===== config.mk =====
export PLATFORM = sky130hd
export DESIGN_NAME = fault_alert_monitor
export DESIGN_NICKNAME = d
export VERILOG_FILES = /design/src/core/fault_alert_pkg.sv /design/src/core/alert_cmd_if.sv /design/src/core/fault_alert_monitor.sv /design/src/core/alert_keeper.sv
export SDC_FILE = /design/constraint.sdc
export NUM_CORES = 1
export LEC_CHECK = 0
export BUFFER_PORTS_ARGS = -buffer_cell sky130_fd_sc_hd__buf_4
export CAP_MARGIN = 20
export CORE_MARGIN = 2
export CORE_UTILIZATION = 40
export DETAILED_ROUTE_END_ITERATION = 8
export PLACE_DENSITY = 0.66
export SETUP_SLACK_MARGIN = 0.2
export SLEW_MARGIN = 20
export SYNTH_ARGS = -nofsm -noshare
export SYNTH_HDL_FRONTEND = slang
export SYNTH_SLANG_ARGS = --single-unit

===== constraint.sdc =====
create_clock -name clk -period 3.5 [get_ports clk]
set_clock_uncertainty 0.1 [all_clocks]
set_input_delay 0.175 -clock clk [delete_from_list [all_inputs] [get_ports clk]]
set_output_delay 0.175 -clock clk [all_outputs]
set_load 0.02 [all_outputs]

===== src/core/fault_alert_pkg.sv =====
/*
  Constants for the fault and alert monitor: thresholds, fault and alert
  indices, alert state codes, command codes and the indicator blink timing.
  Assumes measurements arrive as signed integers in millivolts, microamps
  and hundredths of a degree Celsius.
*/
package fault_alert_pkg;

	// Measurement scaling: supplies in mV, currents in uA, temps in 0.01 C.
	localparam int MEAS_W = 16;

	localparam logic signed [15:0] USB_FAULT_LO    = 16'sh1162; // 4450 mV
	localparam logic signed [15:0] USB_FAULT_HI    = 16'sh157C; // 5500 mV
	localparam logic signed [15:0] RAIL24_FAULT_HI = 16'sh6D60; // 28000 mV
	localparam logic signed [15:0] USB_ALERT_LO    = 16'sh11F8; // 4600 mV
	localparam logic signed [15:0] USB_ALERT_HI    = 16'sh14B4; // 5300 mV
	localparam logic signed [15:0] RAIL24_ALERT_LO = 16'sh55F0; // 22000 mV
	localparam logic signed [15:0] RAIL24_ALERT_HI = 16'sh6590; // 26000 mV
	localparam logic signed [15:0] CELL_FAULT_LO   = -16'sh07D0; // -20 C
	localparam logic signed [15:0] CELL_FAULT_HI   = 16'sh1F40; // 80 C
	localparam logic signed [15:0] BLOCK_FAULT_HI  = 16'sh2328; // 90 C
	localparam logic signed [15:0] MISMATCH_FAULT  = 16'sh01F4; // 5 C
	localparam logic signed [15:0] CELL_ALERT_LO   = 16'sh0000; // 0 C
	localparam logic signed [15:0] CELL_ALERT_HI   = 16'sh1B58; // 70 C
	localparam logic signed [15:0] MISMATCH_ALERT  = 16'sh00C8; // 2 C
	localparam logic signed [15:0] VIN_LO          = -16'sh0064; // -100 mV
	localparam logic signed [15:0] VIN_HI          = 16'sh27D8; // 10200 mV
	localparam logic signed [15:0] IIN_LO          = 16'sh0DAC; // 3500 uA
	localparam logic signed [15:0] IIN_HI          = 16'sh6590; // 26000 uA
	localparam logic signed [15:0] LOOP_HI         = 16'sh7FFF; // 32767 counts, full-scale cap
	// Loop current is given in 2 uA steps so 50 mA fits: 25000 counts.
	localparam logic signed [15:0] LOOP_LIMIT      = 16'sh61A8;

	// Fault vector bit positions.
	localparam int F_USB_UV   = 0;
	localparam int F_USB_OV   = 1;
	localparam int F_24_OV    = 2;
	localparam int F_CELL_UT  = 3;
	localparam int F_CELL_OT  = 4;
	localparam int F_FLASH    = 5;
	localparam int F_FIRMWARE = 6;
	localparam int F_HEATER   = 7;
	localparam int F_R14_UV   = 8;
	localparam int F_R14_OV   = 9;
	localparam int F_R33_UV   = 10;
	localparam int F_R33_OV   = 11;
	localparam int F_R5I_UV   = 12;
	localparam int F_R5I_OV   = 13;
	localparam int F_MISMATCH = 14;
	localparam int F_SELFTEST = 15;
	localparam int NUM_FAULTS = 16;
	localparam int NUM_EXT_FAULTS = 3;

	// Alert vector bit positions; input alerts are per input (2 inputs).
	localparam int A_IN_UV    = 0;  // 0..1
	localparam int A_IN_OV    = 2;  // 2..3
	localparam int A_IN_UC    = 4;  // 4..5
	localparam int A_IN_OC    = 6;  // 6..7
	localparam int A_LOOP     = 8;  // 8..9
	localparam int A_OUT_CUR  = 10; // 10..12, measure out then 1, 2
	localparam int A_OUT_TEMP = 13; // 13..15
	localparam int A_CELL_UT  = 16;
	localparam int A_CELL_OT  = 17;
	localparam int A_MISMATCH = 18;
	localparam int A_USB_UV   = 19;
	localparam int A_USB_OV   = 20;
	localparam int A_24_UV    = 21;
	localparam int A_24_OV    = 22;
	localparam int A_HEATER   = 23;
	localparam int A_SAFE     = 24;
	localparam int NUM_ALERTS = 25;
	localparam int ALERT_IDX_W = 5;

	typedef enum logic [1:0] {
		ST_NORMAL = 2'b00,
		ST_MUTED_ONCE = 2'b01,
		ST_MUTED_ALWAYS = 2'b10
	} mute_t;

	typedef enum logic [2:0] {
		CMD_NONE = 3'b000,
		CMD_DISMISS = 3'b001,
		CMD_MUTE_ONCE = 3'b010,
		CMD_MUTE_ALWAYS = 3'b011,
		CMD_UNMUTE_ALL = 3'b100
	} cmd_t;

	// Blink at about 4 Hz: toggle every 125 ms.
	localparam int CLK_HZ = 10_000_000;
	localparam int BLINK_HALF_MS = 125;
	localparam int BLINK_HALF_CYC = CLK_HZ / 1000 * BLINK_HALF_MS;

endpackage : fault_alert_pkg


===== src/core/alert_cmd_if.sv =====
/*
  Interface carrying operator commands from the monitor to its alert state
  keeper, and the alert state back.  Assumes one command per cycle at most.
*/
`timescale 1ns/1ps
interface alert_cmd_if;
	fault_alert_pkg::cmd_t        cmd;
	logic [fault_alert_pkg::ALERT_IDX_W-1:0] sel;
	logic [fault_alert_pkg::NUM_ALERTS-1:0]  raw;
	logic [fault_alert_pkg::NUM_ALERTS-1:0]  active;
	logic [2*fault_alert_pkg::NUM_ALERTS-1:0] state;
	logic                         summary;

	modport monitor (output cmd, output sel, output raw,
		input active, input state, input summary);
	modport keeper (input cmd, input sel, input raw,
		output active, output state, output summary);
endinterface : alert_cmd_if


===== src/core/fault_alert_monitor.sv =====
/*
  Fault and alert monitor: compares measurement samples with fixed limits,
  drives the power and error indicators and keeps alert states.
  Assumes samples are valid whenever update is high, scaled as the package
  states, and that commands are single-cycle pulses.
*/
`timescale 1ns/1ps
module fault_alert_monitor #(
	parameter int BLINK_HALF = fault_alert_pkg::BLINK_HALF_CYC
) (
	input  wire logic                     clk,
	input  wire logic                     reset,
	input  wire logic                     update,
	input  wire logic                     rail24_present,
	input  wire logic signed [15:0]       usb_mv,
	input  wire logic signed [15:0]       rail24_mv,
	input  wire logic signed [15:0]       cell_temp,
	input  wire logic signed [15:0]       cell_temp2,
	input  wire logic signed [15:0]       block_temp,
	input  wire logic [5:0]               rail_limit,
	input  wire logic                     flash_error,
	input  wire logic                     firmware_error,
	input  wire logic                     self_test_fail,
	input  wire logic [1:0]               input_current_mode,
	input  wire logic signed [31:0]       input_level,
	input  wire logic signed [31:0]       loop_current,
	input  wire logic [2:0]               out_cannot_source,
	input  wire logic [2:0]               out_over_temp,
	input  wire logic                     heater_on,
	input  wire logic                     servo_at_limit,
	input  wire logic                     safe_mode,
	input  wire logic [2:0]               command,
	input  wire logic [4:0]               alert_select,
	output logic [15:0]                   faults,
	output logic [24:0]                   alerts,
	output logic [49:0]                   alert_state,
	output logic                          fault_summary,
	output logic                          alert_summary,
	output logic                          power_led,
	output logic                          error_led,
	output logic [1:0]                    loop_power_enable
);
	localparam int NF = fault_alert_pkg::NUM_FAULTS;
	localparam int NA = fault_alert_pkg::NUM_ALERTS;
	localparam int NE = fault_alert_pkg::NUM_EXT_FAULTS;

	function automatic logic above(input logic signed [15:0] v,
		input logic signed [15:0] lim);
		above = v > lim;
	endfunction : above

	function automatic logic below(input logic signed [15:0] v,
		input logic signed [15:0] lim);
		below = v < lim;
	endfunction : below

	function automatic logic signed [15:0] absdiff(
		input logic signed [15:0] a, input logic signed [15:0] b);
		logic signed [16:0] d;
		d = 17'(a) - 17'(b);
		if (d < 0)
			d = -d;
		absdiff = (d > 17'sh07FFF) ? 16'sh7FFF : d[15:0];
	endfunction : absdiff

	alert_cmd_if cbus ();

	alert_keeper keeper (
		.clk   (clk),
		.reset (reset),
		.bus   (cbus.keeper)
	);

	// Threshold decode from the current samples.
	logic               on_usb;
	logic signed [15:0] tdiff;
	logic [NF-1:0]      next_faults;
	logic [NA-1:0]      next_alerts;
	logic signed [15:0] in_lvl [2];
	logic signed [15:0] loop_i [2];

	assign on_usb = ~rail24_present;
	assign tdiff = absdiff(cell_temp, cell_temp2);
	assign in_lvl[0] = input_level[15:0];
	assign in_lvl[1] = input_level[31:16];
	assign loop_i[0] = loop_current[15:0];
	assign loop_i[1] = loop_current[31:16];

	always_comb begin
		next_faults = '0;
		next_faults[fault_alert_pkg::F_USB_UV] = on_usb &&
			below(usb_mv, fault_alert_pkg::USB_FAULT_LO);
		next_faults[fault_alert_pkg::F_USB_OV] = on_usb &&
			above(usb_mv, fault_alert_pkg::USB_FAULT_HI);
		next_faults[fault_alert_pkg::F_24_OV] = !on_usb &&
			above(rail24_mv, fault_alert_pkg::RAIL24_FAULT_HI);
		next_faults[fault_alert_pkg::F_CELL_UT] =
			below(cell_temp, fault_alert_pkg::CELL_FAULT_LO);
		next_faults[fault_alert_pkg::F_CELL_OT] =
			above(cell_temp, fault_alert_pkg::CELL_FAULT_HI);
		next_faults[fault_alert_pkg::F_HEATER] =
			above(block_temp, fault_alert_pkg::BLOCK_FAULT_HI);
		next_faults[fault_alert_pkg::F_MISMATCH] =
			above(tdiff, fault_alert_pkg::MISMATCH_FAULT);
		next_faults[fault_alert_pkg::F_FLASH] = flash_error;
		next_faults[fault_alert_pkg::F_FIRMWARE] = firmware_error;
		next_faults[fault_alert_pkg::F_R14_UV +: 6] = rail_limit;
		next_faults[fault_alert_pkg::F_SELFTEST] = self_test_fail;
	end

	always_comb begin
		next_alerts = '0;
		for (int i = 0; i < 2; i++) begin
			next_alerts[fault_alert_pkg::A_IN_UV + i] = !input_current_mode[i]
				&& below(in_lvl[i], fault_alert_pkg::VIN_LO);
			next_alerts[fault_alert_pkg::A_IN_OV + i] = !input_current_mode[i]
				&& above(in_lvl[i], fault_alert_pkg::VIN_HI);
			next_alerts[fault_alert_pkg::A_IN_UC + i] = input_current_mode[i]
				&& below(in_lvl[i], fault_alert_pkg::IIN_LO);
			next_alerts[fault_alert_pkg::A_IN_OC + i] = input_current_mode[i]
				&& above(in_lvl[i], fault_alert_pkg::IIN_HI);
			next_alerts[fault_alert_pkg::A_LOOP + i] =
				above(loop_i[i], fault_alert_pkg::LOOP_LIMIT);
		end
		next_alerts[fault_alert_pkg::A_OUT_CUR +: 3] = out_cannot_source;
		next_alerts[fault_alert_pkg::A_OUT_TEMP +: 3] = out_over_temp;
		next_alerts[fault_alert_pkg::A_CELL_UT] =
			below(cell_temp, fault_alert_pkg::CELL_ALERT_LO);
		next_alerts[fault_alert_pkg::A_CELL_OT] =
			above(cell_temp, fault_alert_pkg::CELL_ALERT_HI);
		next_alerts[fault_alert_pkg::A_MISMATCH] =
			above(tdiff, fault_alert_pkg::MISMATCH_ALERT);
		next_alerts[fault_alert_pkg::A_USB_UV] = on_usb &&
			below(usb_mv, fault_alert_pkg::USB_ALERT_LO);
		next_alerts[fault_alert_pkg::A_USB_OV] = on_usb &&
			above(usb_mv, fault_alert_pkg::USB_ALERT_HI);
		next_alerts[fault_alert_pkg::A_24_UV] = !on_usb &&
			below(rail24_mv, fault_alert_pkg::RAIL24_ALERT_LO);
		next_alerts[fault_alert_pkg::A_24_OV] = !on_usb &&
			above(rail24_mv, fault_alert_pkg::RAIL24_ALERT_HI);
		next_alerts[fault_alert_pkg::A_HEATER] =
			heater_on && servo_at_limit;
		next_alerts[fault_alert_pkg::A_SAFE] = safe_mode;
	end

	// Raw levels, sampled once per update strobe.
	logic [NF-1:0] fault_raw;
	logic [NA-1:0] alert_raw;

	always_ff @(posedge clk) begin
		if (reset) begin
			fault_raw <= '0;
			alert_raw <= '0;
		end else if (update) begin
			fault_raw <= next_faults;
			alert_raw <= next_alerts;
		end
	end

	assign cbus.raw = alert_raw;
	assign cbus.cmd = fault_alert_pkg::cmd_t'(command);
	assign cbus.sel = alert_select;

	// Blink divider for the power indicator.
	logic [31:0] blink_cnt;
	logic        blink;
	logic        ext_fault;
	logic        sys_fault;
	logic        blink_wrap;

	assign ext_fault = |fault_raw[NE-1:0];
	assign sys_fault = |fault_raw[NF-1:NE];
	assign blink_wrap = blink_cnt == 32'(BLINK_HALF - 1);

	always_ff @(posedge clk) begin
		if (reset || !ext_fault) begin
			blink_cnt <= '0;
			blink <= 1'b0;
		end else if (blink_wrap) begin
			blink_cnt <= '0;
			blink <= ~blink;
		end else begin
			blink_cnt <= blink_cnt + 32'h00000001;
		end
	end

	always_ff @(posedge clk) begin
		if (reset) begin
			faults <= '0;
			alerts <= '0;
			alert_state <= '0;
			fault_summary <= 1'b0;
			alert_summary <= 1'b0;
			power_led <= 1'b0;
			error_led <= 1'b0;
			loop_power_enable <= 2'b11;
		end else begin
			faults <= fault_raw;
			alerts <= cbus.active;
			alert_state <= cbus.state;
			fault_summary <= |fault_raw;
			alert_summary <= cbus.summary;
			power_led <= ext_fault ? blink : 1'b1;
			error_led <= sys_fault;
			loop_power_enable <=
				~cbus.active[fault_alert_pkg::A_LOOP +: 2];
		end
	end
endmodule : fault_alert_monitor


===== src/core/alert_keeper.sv =====
/*
  Per-alert state keeper: latches the loop alerts, keeps mute settings and
  forms the unmuted alert summary.  Assumes raw alert levels are updated
  by the monitor once per evaluation.
*/
`timescale 1ns/1ps
module alert_keeper (
	input  wire logic  clk,
	input  wire logic  reset,
	alert_cmd_if.keeper bus
);
	localparam int N = fault_alert_pkg::NUM_ALERTS;

	logic [N-1:0] latch;
	logic [N-1:0] muted_once;
	logic [N-1:0] muted_always;
	logic [N-1:0] sel_hot;
	logic [N-1:0] sticky_mask;
	logic [N-1:0] act;
	logic [N-1:0] dismiss;

	assign sel_hot = N'(1) << bus.sel;
	assign sticky_mask = N'(2'b11) << fault_alert_pkg::A_LOOP;
	assign dismiss = (bus.cmd == fault_alert_pkg::CMD_DISMISS) ?
		sel_hot : '0;
	// Loop alerts hold until dismissed; the set wins over a dismiss.
	assign act = (bus.raw & ~sticky_mask) | (latch & sticky_mask);

	always_ff @(posedge clk) begin
		if (reset || bus.cmd == fault_alert_pkg::CMD_UNMUTE_ALL) begin
			muted_once <= '0;
			muted_always <= '0;
		end else begin
			// A once-muted alert returns to normal when it goes away.
			muted_once <= (muted_once & act) |
				((bus.cmd == fault_alert_pkg::CMD_MUTE_ONCE) ?
				sel_hot & act : '0);
			muted_always <= muted_always |
				((bus.cmd == fault_alert_pkg::CMD_MUTE_ALWAYS) ?
				sel_hot : '0);
		end
	end

	always_ff @(posedge clk) begin
		if (reset) begin
			latch <= '0;
		end else begin
			latch <= ((latch & ~dismiss) | bus.raw) & sticky_mask;
		end
	end

	assign bus.active = act;
	assign bus.summary = |(act & ~muted_once & ~muted_always);
	always_comb begin
		for (int i = 0; i < N; i++) begin
			bus.state[2*i +: 2] = muted_always[i] ?
				fault_alert_pkg::ST_MUTED_ALWAYS :
				(muted_once[i] ? fault_alert_pkg::ST_MUTED_ONCE :
				fault_alert_pkg::ST_NORMAL);
		end
	end

endmodule : alert_keeper


==> impl_metrics.ini <==
[timing]
timing_hold_violations_final = 0
holdWs_ps = 22.19
drv_slew = 0
tightest_slew_ps = 853.9
fmax_ghz = 0.3274
setup-violations-final = 0
layout_min_cycle_time_ps = 3054
finalCritPeriodShare_pct = 87.27
grt_setup_unrepaired = no
slew_headroom_pct = 42.30

[clock_network]
h-tree-depth = 1
cts_sinks = 223
cts_setup_buffers = 0
clk_pin_slew_ps = 60
clk_latency_ps = 510
cts_root_buffer = clkbuf_16
numCtsBuffers = 23
cts_tree = done
cts.path.max_buffers = 3

[synth]
synth_edf_count = 0
yosysMostFrequentCell = dfxtp_1
synth_ff_type = dfxtp_1
ys_types = 83
synthTopCellsByCount = dfxtp_1, nor2_1, a21oi_1
ys.warnings.count = 0
yosys-top-cells-area = dfxtp_1, nor2_1, nor2b_1, a21oi_1, nor3b_1
synthArstFlopShare_pct = 0
yosys.area.top_type = dfxtp_1
syn-num-nets = 1337
post_synth_inst_count = 1142
syn_area_sq_mm = 0.01002
yosysTopAreaCellShare_pct = 44.54
synth_seq_cells = 223
avgSynthCellArea_sq_um = 8.777
seq_area_frac_synth_pct = 44.54

[place]
place.gp.congestion = 0.9020
hpwl_um = 21590
port_buffers = 272

[worst_setup_path]
max_stage_delay_ps = 430
critical_path_depth = 14
worstPathCellList = buf_4 -> inv_1 -> ha_1 -> fa_1 -> nand2b_1 -> a211o_1 -> a22o_1 -> o21ai_2 -> o21ba_2 -> or2_2 -> nor4_1 -> a31o_2 -> o21bai_2 -> o211ai_2
path_max_fanout = 4
cpLargestDelayFamily = compound AO/OA/AOI/OAI gates
ff2ff_path_depth = 8
cp_num_buf_inv = 2
arrival_ps = 3330
critPathRequiredTime_ps = 3780
crit_path_start_kind = input pin
cp-end-kind = register
cpMaxStageDelayCell = fa_1
crit_type = in -> reg

[job]
max_cap_violations = 0

[min_path]
hp-class = in -> reg
holdPathStages = 5

[pwr]
p_leak_nw = 5.619
internal_power_mw = 4.310
combPwrFrac_pct = 16.3
p_per_area_mw_per_mm2 = 425.2
power.share.switching_pct = 25.98
clkPwrFrac_pct = 38.7
seq_power_share_pct = 45.0
irDropWorstVdd_mv = 0.2740
p_switching_mw = 1.512

[floorplan]
dieArea_sq_mm = 0.02634
die_y_um = 162.3
fp-row-count = 57
core_sq_mm = 0.02446
pin_count = 273
die_w_um = 162.3
start_util_pct = 40.97

[final_layout]
num_antenna_cells = 0
layout-drive-gt1-share_pct = 23.91
finalCoreUtilization_pct = 55.98
nets = 1665
area.growth.synth_to_final_pct = 36.62

[routing]
routed_wl_um = 28750
final_antenna_net_count = 0
wire_per_inst_um = 15.89
drc_errors = 0
firstDrtPassIters = 5
drt-initial-drc-count = 513
vias = 9451
viasPerCell = 5.224

[global_route]
antenna_found_initial = 0
grt_max_degree = 68
grt_remaining_overflow = 0
grt_pass1_vias = 8976
grt_use_total_pct = 21.28
grt_pass1_wl_um = 45660

[run_status]
status = finished, final reports clean
what timing repair did:
item                                   in CTS  in global routing
hold buffers                               56                  0
resized for setup                           0                  2
endpoints found under the hold margin      52                  0
setup endpoints to repair                   0                  2
worst reg2reg max path, delay by kind of cell (launching register included):
| family | cells | cell delay (ps) |
|---|---|---|
| AND/OR/NAND/NOR | 7 | 1740 |
| flip-flops | 1 | 410 |
| XOR/XNOR | 1 | 160 |
metrics by stage:
stage / area (sq um) / setup WS (ps) / instances / total power [mW] / setup TNS, ps
floorplan: 10020 / 232.2 / 1142 / 3.191 / 0
global placement: 12440 / 35.43 / 1713 / 3.569 / 0
detailed placement: 12440 / -40.11 / 1713 / 3.574 / -68.92
CTS: 13690 / 465.8 / 1809 / 5.871 / 0
global route: 13690 / 257.8 / 1809 / 6.077 / 0
finish: 13690 / 445.5 / 1809 / 5.822 / 0
path summary, 6_finish.rpt:
check,end,from,slack (ps)
setup / recovery,alert_raw[18],cell_temp[0],450
hold / removal,alert_raw[3],input_level[30],20
setup reg to reg,blink_cnt[31],blink_cnt[6],950
hold reg to reg,loop_power_enable[1],keeper.latch[9],360
layout by cell type (no fill, tap or decap), types with 5 or more instances in the layout:
master	netlist	final
a21oi_1	93	92
nand4b_1	6	6
nor2_1	160	160
mux2i_1	27	27
a211oi_1	7	7
a31oi_1	12	12
nand3b_1	5	5
nand4_1	23	23
nor2b_1	75	75
or3_1	6	6
xnor2_1	18	18
a2111oi_0	6	5
nor3_1	28	28
or2_2	5	5
nand2_1	52	52
buf_4	0	290
dfxtp_1	223	223
clkinv_2	0	8
or4_1	5	5
nor4_1	21	21
and2_1	7	7
xor2_1	24	24
o21ai_0	20	20
dlygate4sd3_1	0	56
nor4b_1	5	5
a21o_1	11	11
nand2b_1	26	26
and3_1	8	8
o211ai_1	10	10
inv_1	31	31
clkbuf_16	0	23
nor3b_1	55	55
ha_1	18	18
a22oi_1	11	11
nand3_1	24	24
registers in the layout, summed over array words and instances (netlist names), 2 cells and up:
| name | flops |
|---|---|
| alert_state | 50 |
| faults | 16 |
| alert_raw | 25 |
| keeper.muted_once | 25 |
| keeper.muted_always | 25 |
| alerts | 25 |
| keeper.latch | 2 |
| blink_cnt | 32 |
| fault_raw | 16 |
| loop_power_enable | 2 |
per-layer routing:
metal / track usage, % / part of all wire, % / vias to the layer above
li1: - / - / 4724
met4: 5.833 / 2.1 / 0
met3: 3.218 / 6.4 / 42
met1: 27.33 / 44 / 4367
met2: 37.23 / 48 / 318
met5: 0 / 0 / -
power groups by stage:
stage               clock network [mW]  registers (mW)  logic (mW)
CTS                               2.31            2.62       0.944
finish                            2.25            2.62       0.948
floorplan                            0            2.69       0.503
global route                      2.41            2.63        1.04
detailed placement                   0            2.68       0.896
global placement                     0            2.68       0.892
cells by family after synthesis:
logic type,after synthesis,synth area share (%)
flops,223,44.54
simple gates,524,28.17
mux,28,2.809
buf+inv,74,2.809
compound gates,230,15.17
fa+ha+maj,19,2.447
xor+xnor,44,4.057
layout make-up:
cell class	count	area, sq um
well taps	324	405.4
inverters	31	116.4
fillers	2299	10770
flip-flops and latches	223	4464
multi-input cells	845	5283
repair buffers	346	2738
clock buffers	30	631.9
clock inverters	10	56.30
(Power assumes the default switching activity.)
